### src/lssl_pkg.sv
// Shared constants and types for the LED sink shift/latch front end
package lssl_pkg;

  // ----------------------------------------------------------------
  // Geometry and timing
  // ----------------------------------------------------------------
  localparam int          CH_NUM         = 16;         // Sink channels
  localparam int          FIFO_DEPTH     = 16;         // Frames buffered
  localparam int          SYNC_STAGES    = 2;          // Pin synchroniser depth
  localparam int          CHAIN_TAP      = 8;          // Stage seen by chain output
  localparam int          REF_PERIOD_NS  = 20;         // Block clock period
  localparam int          LINK_PERIOD_NS = 160;        // Serial clock period
  localparam int          LINK_SAMPLES   = LINK_PERIOD_NS / REF_PERIOD_NS;

  // ----------------------------------------------------------------
  // Values after reset
  // ----------------------------------------------------------------
  localparam logic [15:0] DATA_RST       = 16'h0000;
  localparam logic [15:0] DIAG_RST       = 16'h0000;
  localparam logic        CHAIN_RST      = 1'h1;

  // ----------------------------------------------------------------
  // Operating modes
  // ----------------------------------------------------------------
  typedef enum logic [2:0] {
    LSSL_NORMAL,
    LSSL_GLOBAL,
    LSSL_TEMP,
    LSSL_OPEN,
    LSSL_SHORT
  } lssl_mode_t;

endpackage

### src/lssl_sync.sv
// Two-flop synchroniser for a group of asynchronous inputs
`timescale 1ns/100ps
module lssl_sync #(
  parameter int WIDTH = 1
) (
  input  wire logic             clk_in,
  input  wire logic             rst_n_in,
  input  wire logic             ce_in,
  input  wire logic [WIDTH-1:0] d_in,
  output logic      [WIDTH-1:0] q_out
);

  logic [WIDTH-1:0] meta_q;

  // ----------------------------------------------------------------
  // Metastability chain; first stage feeds only the second
  // ----------------------------------------------------------------
  always_ff @(posedge clk_in or negedge rst_n_in) begin
    if (!rst_n_in) begin
      meta_q <= '0;
      q_out  <= '0;
    end else if (ce_in) begin
      meta_q <= d_in;
      q_out  <= meta_q;
    end
  end

endmodule

### src/lssl_fifo.sv
// Frame FIFO between the shift register and the data register
`timescale 1ns/100ps
module lssl_fifo #(
  parameter int WIDTH = 16,
  parameter int DEPTH = 16
) (
  input  wire logic             clk_in,
  input  wire logic             rst_n_in,
  input  wire logic             ce_in,
  input  wire logic             in_valid_in,
  output logic                  in_ready_out,
  input  wire logic [WIDTH-1:0] in_data_in,
  output logic                  out_valid_out,
  input  wire logic             out_ready_in,
  output logic      [WIDTH-1:0] out_data_out
);

  localparam int PW = (DEPTH > 1) ? $clog2(DEPTH) : 1;
  localparam int CW = $clog2(DEPTH + 1);

  logic [WIDTH-1:0] mem [DEPTH];
  logic [PW-1:0]    wr_ptr_q;
  logic [PW-1:0]    rd_ptr_q;
  logic [CW-1:0]    count_q;
  logic             push;
  logic             pop;

  // Pointer advance that also works for depths not a power of two
  function automatic logic [PW-1:0] bump(input logic [PW-1:0] p);
    bump = (p == PW'(DEPTH - 1)) ? '0 : p + PW'(1);
  endfunction

  // ----------------------------------------------------------------
  // Handshake
  // ----------------------------------------------------------------
  assign in_ready_out  = (count_q != CW'(DEPTH));
  assign out_valid_out = (count_q != '0);
  assign out_data_out  = mem[rd_ptr_q];
  assign push          = ce_in && in_valid_in && in_ready_out;
  assign pop           = ce_in && out_valid_out && out_ready_in;

  // Storage needs no reset; only words below count are ever read
  always_ff @(posedge clk_in) begin
    if (push) begin
      mem[wr_ptr_q] <= in_data_in;
    end
  end

  // Pointers and fill level
  always_ff @(posedge clk_in or negedge rst_n_in) begin
    if (!rst_n_in) begin
      wr_ptr_q <= '0;
      rd_ptr_q <= '0;
      count_q  <= '0;
    end else begin
      if (push) begin
        wr_ptr_q <= bump(wr_ptr_q);
      end
      if (pop) begin
        rd_ptr_q <= bump(rd_ptr_q);
      end
      if (push && !pop) begin
        count_q <= count_q + CW'(1);
      end else if (pop && !push) begin
        count_q <= count_q - CW'(1);
      end
    end
  end

endmodule

### src/lssl_top.sv
// Serial shift/latch front end of a 16-channel LED sink driver
//
// Overview of operation
// - Each serial clock rising edge with load low samples serial_in and advances the shift register.
// - Sixteen sink outputs, each driven by one bit of the stored pattern.
// - Displayed pattern sits in a data register apart from the shift register.
// - Normal mode: a bit reaches serial_chain_out 8.5 clocks after sampling.
// - In error modes each qualifying serial clock edge steps to the next mode.
// - Global error mode: chain output low on error, high when clean.
// - drive_enable_low low enables all sinks, high disables them, any mode.
// - Global fault status is captured during load and held internally.
// - Per-channel temperature, open and short results kept for serial read-back.
// - Error modes run the sinks at reduced diagnostic current.
`timescale 1ns/100ps
module lssl_top (
  input  wire logic        REF_CLK_IN,
  input  wire logic        RST_B_IN,
  input  wire logic        CE_IN,
  input  wire logic        SERIAL_CLK_IN,
  input  wire logic        SERIAL_IN,
  input  wire logic        LOAD_STROBE_IN,
  input  wire logic        DRIVE_ENABLE_LOW_IN,
  input  wire logic [15:0] OVERTEMP_SENSE_IN,
  input  wire logic [15:0] OPEN_SENSE_IN,
  input  wire logic [15:0] SHORT_SENSE_IN,
  output logic             SERIAL_CHAIN_OUT,
  output logic      [15:0] SINK_OUTPUTS_OUT,
  output logic             LOW_CURRENT_OUT,
  output logic             ERROR_MODE_OUT,
  output logic             LOAD_READY_OUT
);

  localparam int N = lssl_pkg::CH_NUM;

  // ----------------------------------------------------------------
  // Declarations
  // ----------------------------------------------------------------
  logic                 rst_meta_q;
  logic                 rst_n_q;
  logic [3:0]           pins_s;
  logic [3*N-1:0]       sense_s;
  logic                 sclk_s;
  logic                 ser_in_s;
  logic                 load_s;
  logic                 en_low_s;
  logic [N-1:0]         temp_s;
  logic [N-1:0]         open_s;
  logic [N-1:0]         short_s;
  logic                 sclk_prev_q;
  logic                 load_prev_q;
  logic                 sclk_rise;
  logic                 sclk_fall;
  logic                 load_rise;
  lssl_pkg::lssl_mode_t mode_q;
  logic                 normal;
  logic [N-1:0]         shift_q;
  logic [N-1:0]         data_q;
  logic [N-1:0]         temp_q;
  logic [N-1:0]         open_q;
  logic [N-1:0]         short_q;
  logic                 global_err_q;
  logic                 frame_push;
  logic                 fifo_in_ready;
  logic                 fifo_out_valid;
  logic [N-1:0]         fifo_out_data;
  logic                 frame_pop;

  // Mode sequence stepped by serial clock edges in error mode
  function automatic lssl_pkg::lssl_mode_t next_mode(input lssl_pkg::lssl_mode_t m);
    unique case (m)
      lssl_pkg::LSSL_NORMAL: next_mode = lssl_pkg::LSSL_GLOBAL;
      lssl_pkg::LSSL_GLOBAL: next_mode = lssl_pkg::LSSL_TEMP;
      lssl_pkg::LSSL_TEMP:   next_mode = lssl_pkg::LSSL_OPEN;
      lssl_pkg::LSSL_OPEN:   next_mode = lssl_pkg::LSSL_SHORT;
      lssl_pkg::LSSL_SHORT:  next_mode = lssl_pkg::LSSL_NORMAL;
      default:               next_mode = lssl_pkg::LSSL_NORMAL;
    endcase
  endfunction

  // ----------------------------------------------------------------
  // Reset release
  // ----------------------------------------------------------------
  // Assert at once, release through two flops to avoid recovery races
  always_ff @(posedge REF_CLK_IN or negedge RST_B_IN) begin
    if (!RST_B_IN) begin
      rst_meta_q <= 1'h0;
      rst_n_q    <= 1'h0;
    end else begin
      rst_meta_q <= 1'h1;
      rst_n_q    <= rst_meta_q;
    end
  end

  // ----------------------------------------------------------------
  // Pin synchronisers
  // ----------------------------------------------------------------
  // Serial clock is only sampled; its edges are found below
  lssl_sync #(
    .WIDTH (4)
  ) u_pin_sync (
    .clk_in   (REF_CLK_IN),
    .rst_n_in (rst_n_q),
    .ce_in    (CE_IN),
    .d_in     ({SERIAL_CLK_IN, SERIAL_IN, LOAD_STROBE_IN, DRIVE_ENABLE_LOW_IN}),
    .q_out    (pins_s)
  );

  // Fault sense levels come from the analogue side
  lssl_sync #(
    .WIDTH (3 * N)
  ) u_sense_sync (
    .clk_in   (REF_CLK_IN),
    .rst_n_in (rst_n_q),
    .ce_in    (CE_IN),
    .d_in     ({OVERTEMP_SENSE_IN, OPEN_SENSE_IN, SHORT_SENSE_IN}),
    .q_out    (sense_s)
  );

  assign {sclk_s, ser_in_s, load_s, en_low_s} = pins_s;
  assign {temp_s, open_s, short_s}            = sense_s;

  // ----------------------------------------------------------------
  // Edge detection
  // ----------------------------------------------------------------
  always_ff @(posedge REF_CLK_IN or negedge rst_n_q) begin
    if (!rst_n_q) begin
      sclk_prev_q <= 1'h0;
      load_prev_q <= 1'h0;
    end else if (CE_IN) begin
      sclk_prev_q <= sclk_s;
      load_prev_q <= load_s;
    end
  end

  assign sclk_rise = sclk_s && !sclk_prev_q;
  assign sclk_fall = !sclk_s && sclk_prev_q;
  assign load_rise = load_s && !load_prev_q;
  assign normal    = (mode_q == lssl_pkg::LSSL_NORMAL);

  // ----------------------------------------------------------------
  // Mode control
  // ----------------------------------------------------------------
  // A serial clock edge with load held high enters or steps error modes
  always_ff @(posedge REF_CLK_IN or negedge rst_n_q) begin
    if (!rst_n_q) begin
      mode_q <= lssl_pkg::LSSL_NORMAL;
    end else if (CE_IN && sclk_rise && load_s) begin
      mode_q <= next_mode(mode_q);
    end
  end

  // ----------------------------------------------------------------
  // Shift register
  // ----------------------------------------------------------------
  // Stepping into a report mode parks that report for read-back
  always_ff @(posedge REF_CLK_IN or negedge rst_n_q) begin
    if (!rst_n_q) begin
      shift_q <= lssl_pkg::DATA_RST;
    end else if (CE_IN && sclk_rise) begin
      if (!normal && load_s) begin
        unique case (next_mode(mode_q))
          lssl_pkg::LSSL_TEMP:  shift_q <= temp_q;
          lssl_pkg::LSSL_OPEN:  shift_q <= open_q;
          lssl_pkg::LSSL_SHORT: shift_q <= short_q;
          default:              shift_q <= shift_q;
        endcase
      end else if (!load_s) begin
        shift_q <= {shift_q[N-2:0], ser_in_s};
      end
    end
  end

  // ----------------------------------------------------------------
  // Fault capture
  // ----------------------------------------------------------------
  // Sampled at load so the report matches the pattern just loaded
  always_ff @(posedge REF_CLK_IN or negedge rst_n_q) begin
    if (!rst_n_q) begin
      temp_q       <= lssl_pkg::DIAG_RST;
      open_q       <= lssl_pkg::DIAG_RST;
      short_q      <= lssl_pkg::DIAG_RST;
      global_err_q <= 1'h0;
    end else if (CE_IN && load_rise && normal) begin
      temp_q       <= temp_s;
      open_q       <= open_s;
      short_q      <= short_s;
      global_err_q <= |{temp_s, open_s, short_s};
    end
  end

  // ----------------------------------------------------------------
  // Frame buffer and data register
  // ----------------------------------------------------------------
  // A load while the buffer is full is dropped; LOAD_READY_OUT warns
  assign frame_push = load_rise && normal;
  assign frame_pop  = CE_IN && fifo_out_valid && normal;

  lssl_fifo #(
    .WIDTH (N),
    .DEPTH (lssl_pkg::FIFO_DEPTH)
  ) u_frame_fifo (
    .clk_in        (REF_CLK_IN),
    .rst_n_in      (rst_n_q),
    .ce_in         (CE_IN),
    .in_valid_in   (frame_push),
    .in_ready_out  (fifo_in_ready),
    .in_data_in    (shift_q),
    .out_valid_out (fifo_out_valid),
    .out_ready_in  (normal),
    .out_data_out  (fifo_out_data)
  );

  // Pattern frozen during diagnostics; no frames are pushed meanwhile
  always_ff @(posedge REF_CLK_IN or negedge rst_n_q) begin
    if (!rst_n_q) begin
      data_q <= lssl_pkg::DATA_RST;
    end else if (frame_pop) begin
      data_q <= fifo_out_data;
    end
  end

  // ----------------------------------------------------------------
  // Output drivers
  // ----------------------------------------------------------------
  // One sink per pattern bit, gated by the enable in every mode
  always_ff @(posedge REF_CLK_IN or negedge rst_n_q) begin
    if (!rst_n_q) begin
      SINK_OUTPUTS_OUT <= '0;
      LOW_CURRENT_OUT  <= 1'h0;
      ERROR_MODE_OUT   <= 1'h0;
      LOAD_READY_OUT   <= 1'h0;
    end else if (CE_IN) begin
      SINK_OUTPUTS_OUT <= data_q & {N{!en_low_s}};
      LOW_CURRENT_OUT  <= !normal;
      ERROR_MODE_OUT   <= !normal;
      LOAD_READY_OUT   <= fifo_in_ready;
    end
  end

  // Falling edge retime adds the half cycle for cascaded parts
  always_ff @(posedge REF_CLK_IN or negedge rst_n_q) begin
    if (!rst_n_q) begin
      SERIAL_CHAIN_OUT <= lssl_pkg::CHAIN_RST;
    end else if (CE_IN) begin
      if (mode_q == lssl_pkg::LSSL_GLOBAL) begin
        SERIAL_CHAIN_OUT <= !global_err_q;
      end else if (sclk_fall) begin
        SERIAL_CHAIN_OUT <= shift_q[lssl_pkg::CHAIN_TAP];
      end
    end
  end

  // ----------------------------------------------------------------
  // Assertions
  // ----------------------------------------------------------------
  AST_SHIFT: assert property (@(posedge REF_CLK_IN) disable iff (!rst_n_q)
    CE_IN && sclk_rise && !load_s |=> shift_q == {$past(shift_q[N-2:0]), $past(ser_in_s)})
    else $error("shift register did not advance on serial clock");

  AST_CHAIN: assert property (@(posedge REF_CLK_IN) disable iff (!rst_n_q)
    CE_IN && sclk_fall && mode_q != lssl_pkg::LSSL_GLOBAL
      |=> SERIAL_CHAIN_OUT == $past(shift_q[lssl_pkg::CHAIN_TAP]))
    else $error("chain output not taken from tap on falling edge");

  AST_GLOBAL: assert property (@(posedge REF_CLK_IN) disable iff (!rst_n_q)
    CE_IN && mode_q == lssl_pkg::LSSL_GLOBAL ##1 CE_IN
      |=> SERIAL_CHAIN_OUT == !$past(global_err_q, 2))
    else $error("global error not shown on chain output");

  AST_ENABLE: assert property (@(posedge REF_CLK_IN) disable iff (!rst_n_q)
    CE_IN |=> SINK_OUTPUTS_OUT == ($past(data_q) & {N{!$past(en_low_s)}}))
    else $error("sink outputs disagree with pattern and enable");

  AST_HOLD: assert property (@(posedge REF_CLK_IN) disable iff (!rst_n_q)
    !normal |=> $stable(data_q))
    else $error("displayed pattern changed during diagnostics");

  AST_STEP: assert property (@(posedge REF_CLK_IN) disable iff (!rst_n_q)
    CE_IN && sclk_rise && load_s && !normal |=> mode_q == next_mode($past(mode_q)))
    else $error("error mode did not step");

  AST_CAPTURE: assert property (@(posedge REF_CLK_IN) disable iff (!rst_n_q)
    CE_IN && load_rise && normal |=> global_err_q == $past(|{temp_s, open_s, short_s}))
    else $error("global fault not captured at load");

  AST_REPORT: assert property (@(posedge REF_CLK_IN) disable iff (!rst_n_q)
    CE_IN && sclk_rise && load_s && mode_q == lssl_pkg::LSSL_GLOBAL
      |=> shift_q == $past(temp_q))
    else $error("temperature report not parked for read-back");

  AST_LOWCUR: assert property (@(posedge REF_CLK_IN) disable iff (!rst_n_q)
    CE_IN && !normal |=> LOW_CURRENT_OUT)
    else $error("diagnostics not at reduced current");

  AST_LOAD: assert property (@(posedge REF_CLK_IN) disable iff (!rst_n_q)
    CE_IN && frame_push && !fifo_out_valid ##1 CE_IN && normal |=> data_q == $past(shift_q, 2))
    else $error("loaded frame did not reach data register");

  COV_ERROR_ENTRY: cover property (@(posedge REF_CLK_IN) disable iff (!rst_n_q)
    normal ##1 mode_q == lssl_pkg::LSSL_GLOBAL);

  COV_GLOBAL_FAULT: cover property (@(posedge REF_CLK_IN) disable iff (!rst_n_q)
    mode_q == lssl_pkg::LSSL_GLOBAL && global_err_q ##1 !SERIAL_CHAIN_OUT);

  COV_FRAME: cover property (@(posedge REF_CLK_IN) disable iff (!rst_n_q)
    frame_push ##[1:4] frame_pop);

  COV_FULL: cover property (@(posedge REF_CLK_IN) disable iff (!rst_n_q)
    !fifo_in_ready);

endmodule

### config.mk
export PLATFORM = sky130hd
export DESIGN_NAME = lssl_top
export DESIGN_NICKNAME = d
export VERILOG_FILES = /design/src/lssl_pkg.sv /design/src/lssl_sync.sv /design/src/lssl_fifo.sv /design/src/lssl_top.sv
export SDC_FILE = /design/constraint.sdc
export NUM_CORES = 1
export LEC_CHECK = 0
export BUFFER_PORTS_ARGS = -buffer_cell sky130_fd_sc_hd__buf_4
export CORE_MARGIN = 1
export CORE_UTILIZATION = 45
export DETAILED_ROUTE_END_ITERATION = 16
export PLACE_DENSITY_LB_ADDON = 0.3
export REMOVE_ABC_BUFFERS = 1
export SLEW_MARGIN = 25
export SYNTH_ARGS = -nofsm -noshare
export SYNTH_HDL_FRONTEND = slang
export SYNTH_SLANG_ARGS = --single-unit
### constraint.sdc
create_clock -name REF_CLK_IN -period 10.9 [get_ports REF_CLK_IN]
set_input_delay 0.545 -clock REF_CLK_IN [delete_from_list [all_inputs] [get_ports REF_CLK_IN]]
set_output_delay 0.545 -clock REF_CLK_IN [all_outputs]
set_load 0.005 [all_outputs]
==> impl_metrics.json <==
{
  "first_global_vias": 9817,
  "core_sq_um": 41110,
  "multi_input_area_sq_um": 5220,
  "crit_chain": "or3_4 > a2111oi_4 > ha_1 > inv_1 > fa_1 > a21o_1 > a21oi_1 > mux2i_1 > xnor2_1",
  "hold_ws_ps": 184.6,
  "p_per_area_nw_per_um2": 252.0,
  "drt_iter0_markers": 578,
  "cp.required_ps": 11420,
  "fmax_mhz": 285.6,
  "leakagePower_uw": 0.007941,
  "fin_ws_ps": 7399,
  "syn_inst": 1101,
  "setup_viol": 0,
  "vias_per_cell": 5.506,
  "vdd_drop_max_uv": 152.5,
  "reg2reg_slack_ps": 7400,
  "min_period_ps": 3501,
  "worstSkewPairLatency_ps": 590,
  "yosysMostFrequentCell": "edfxtp_1",
  "track_usage_pct": 18.63,
  "wl_per_cell_um": 21.85,
  "slew_violations": 0,
  "seqCellArea_sq_um": 13300,
  "path_max_fanout": 23,
  "rsz0062_at_grt": "false",
  "startpoint_type": "register",
  "synth_edf_count": 256,
  "grt_pass1_wl_mm": 58.71,
  "die_area_sq_um": 42740,
  "worst_path_largest_cell_delay_ps": 790,
  "finalNetCount": 1241,
  "cts_made_buffers": 49,
  "synthFlopType": "edfxtp_1",
  "path_clk_slew_ps": 60,
  "final_hold_viol_count": 0,
  "antenna_found_initial": 0,
  "io_buffers": 74,
  "synth_area_leader_cell": "edfxtp_1",
  "initial_utilization_pct": 45.88,
  "cts.sinks": 480,
  "drv_cap": 0,
  "slowest_stage": "a2111oi_4",
  "timing.rr.start": "mode_q[0]",
  "maxSlewHeadroom_pct": 31.70,
  "grt_overflow_total": 0,
  "tightest_slew_ps": 1024,
  "cts-root-buf": "clkbuf_16",
  "rows": 74,
  "dr.pass1.iters": 6,
  "wl_mm": 38.18,
  "ant_nets": 0,
  "hold_buffers": 1,
  "critical-path-top-delay-family": "compound AO/OA/AOI/OAI gates",
  "dpl_worst_slack_ps": 7087,
  "area_growth_syn_to_layout_pct": 13.80,
  "synth_area_sq_um": 18860,
  "status": "finished clean",
  "clock_skew_ps": 29.73,
  "fin_tns_setup_ps": 0,
  "drc": 0,
  "synthDistinctLibCells": 47,
  "stdcell_area_sq_um": 21460,
  "cts_tree": "done",
  "dp_hpwl_mm": 23.60,
  "die_h_um": 206.7,
  "h-tree-depth": 2,
  "worstHoldStart": "DRIVE_ENABLE_LOW_IN",
  "ys_warn_count": 0,
  "critPathBufInv": 1,
  "io_pins": 75,
  "ys_ff_latch": 480,
  "endpoint_kind": "register",
  "via_count": 9619,
  "cp_data_arrival_time_ps": 4020,
  "yosysSeqAreaShare_pct": 70.48,
  "cts_buffer_depth": 3,
  "min_path_type": "input port to register",
  "placed_cell_area_sq_um": 19930,
  "hold_path_end": "u_pin_sync.meta_q[0]",
  "fin_cells": 1747,
  "worstHoldPathCells": 2,
  "ctsResizeCount": 0,
  "die_w_um": 206.7,
  "post-place-cells": 1655,
  "grt_max_degree": 179,
  "async_reset_ff_share_pct": 46.67,
  "synth.top_cell.area_share_pct": 40.76,
  "fill_cells": 3410,
  "r2r_end": "u_frame_fifo.count_q[4]",
  "reg2regPathDepth": 9,
  "min_period_over_period_pct": 32.12,
  "postCtsSetupRepairBufs": 0,
  "synth_area_per_cell_sq_um": 17.13,
  "synth_common_cells": "256 x edfxtp_1, 223 x dfrtp_1, 169 x mux2_2",
  "path_class": "register to register",
  "antenna_cells": 0,
  "drive_gt1_share_pct": 32.84,
  "synth.area.top_cells": "edfxtp_1 41%, dfrtp_1 30%, mux2_2 10%, mux4_2 7.6%, nand2_1 1.2%",
  "routabilityCongestion": 0.7954
}
==> cells in the final DEF (no fill, tap or decap), drive strengths merged, types with 23 or more instances in the layout <==
master,n
nand2,59
clkbuf,62
mux2,173
mux4,64
nor2,26
o21ai,25
inv,28
buf,85
dfrtp,223
edfxtp,256
clkinv,23
o22ai,33
==> metrics by stage <==
stage / power (uW) / util, %
6_report: 5409 / 52.21
5_1_grt: 5672 / 52.21
3_5_place_dp: 3896 / 48.49
3_3_place_gp: 3857 / 48.48
2_1_floorplan: 3407 / -
4_1_cts: 5466 / 52.13
==> cell type report <==
type	count	share of cell area, %
clock inverters	28	0.9502
inverters	27	0.4722
multi-input cells	532	24.32
well taps	532	3.101
repair buffers	86	3.189
clock buffers	62	5.987
flip-flops and latches	480	61.98
==> cells by family (layout without fill, tap and decap cells) <==
family          Yosys count  in the layout  share of synthesized area [%]
mux                     255            255                          18.93
xor+xnor                  6              6                         0.2786
other cells               1              1                        0.01988
buf+inv                  89            203                          1.964
flops                   480            480                          70.48
compound gates          123            123                          4.093
fa+ha+maj                10             10                         0.7032
simple gates            137            137                          3.536
==> sequential cells by signal, summed over array words and instances (netlist names), 3 cells and up <==
signal,cells
SINK_OUTPUTS_OUT,16
data_q,16
u_pin_sync.q_out,4
open_q,16
u_pin_sync.meta_q,4
u_sense_sync.meta_q,48
u_sense_sync.q_out,48
u_frame_fifo.count_q,5
u_frame_fifo.wr_ptr_q,4
u_frame_fifo.rd_ptr_q,4
shift_q,16
temp_q,16
mode_q,3
u_frame_fifo.mem,256
short_q,16
==> report_power, final <==
part | total [uW] | switching [uW] | internal [uW] | leakage [uW]
logic | 1100 | 517 | 583 | 0.00228
clock network | 1560 | 682 | 881 | 0.000721
registers | 2750 | 434 | 2310 | 0.00494
total | 5410 | 1630 | 3780 | 0.00794
==> per-layer routing <==
metal	global-route usage (%)	part of all wire [%]
met3	3.626	5.6
met2	28.74	47
met5	0	0
met1	26.59	45
met4	6.465	3.2
==> how the worst max path moves through the flow <==
stage / endpoint / depth (start not counted) / startpoint
2_1_floorplan: ERROR_MODE_OUT / 0 / rst_n_q
3_3_place_gp: u_frame_fifo.count_q[4] / 10 / CE_IN
3_5_place_dp: u_frame_fifo.count_q[4] / 10 / CE_IN
4_1_cts: u_frame_fifo.count_q[4] / 9 / mode_q[0]
5_1_grt: u_frame_fifo.count_q[4] / 9 / mode_q[0]
6_report: u_frame_fifo.count_q[4] / 9 / mode_q[0]
(Power assumes the default switching activity.)
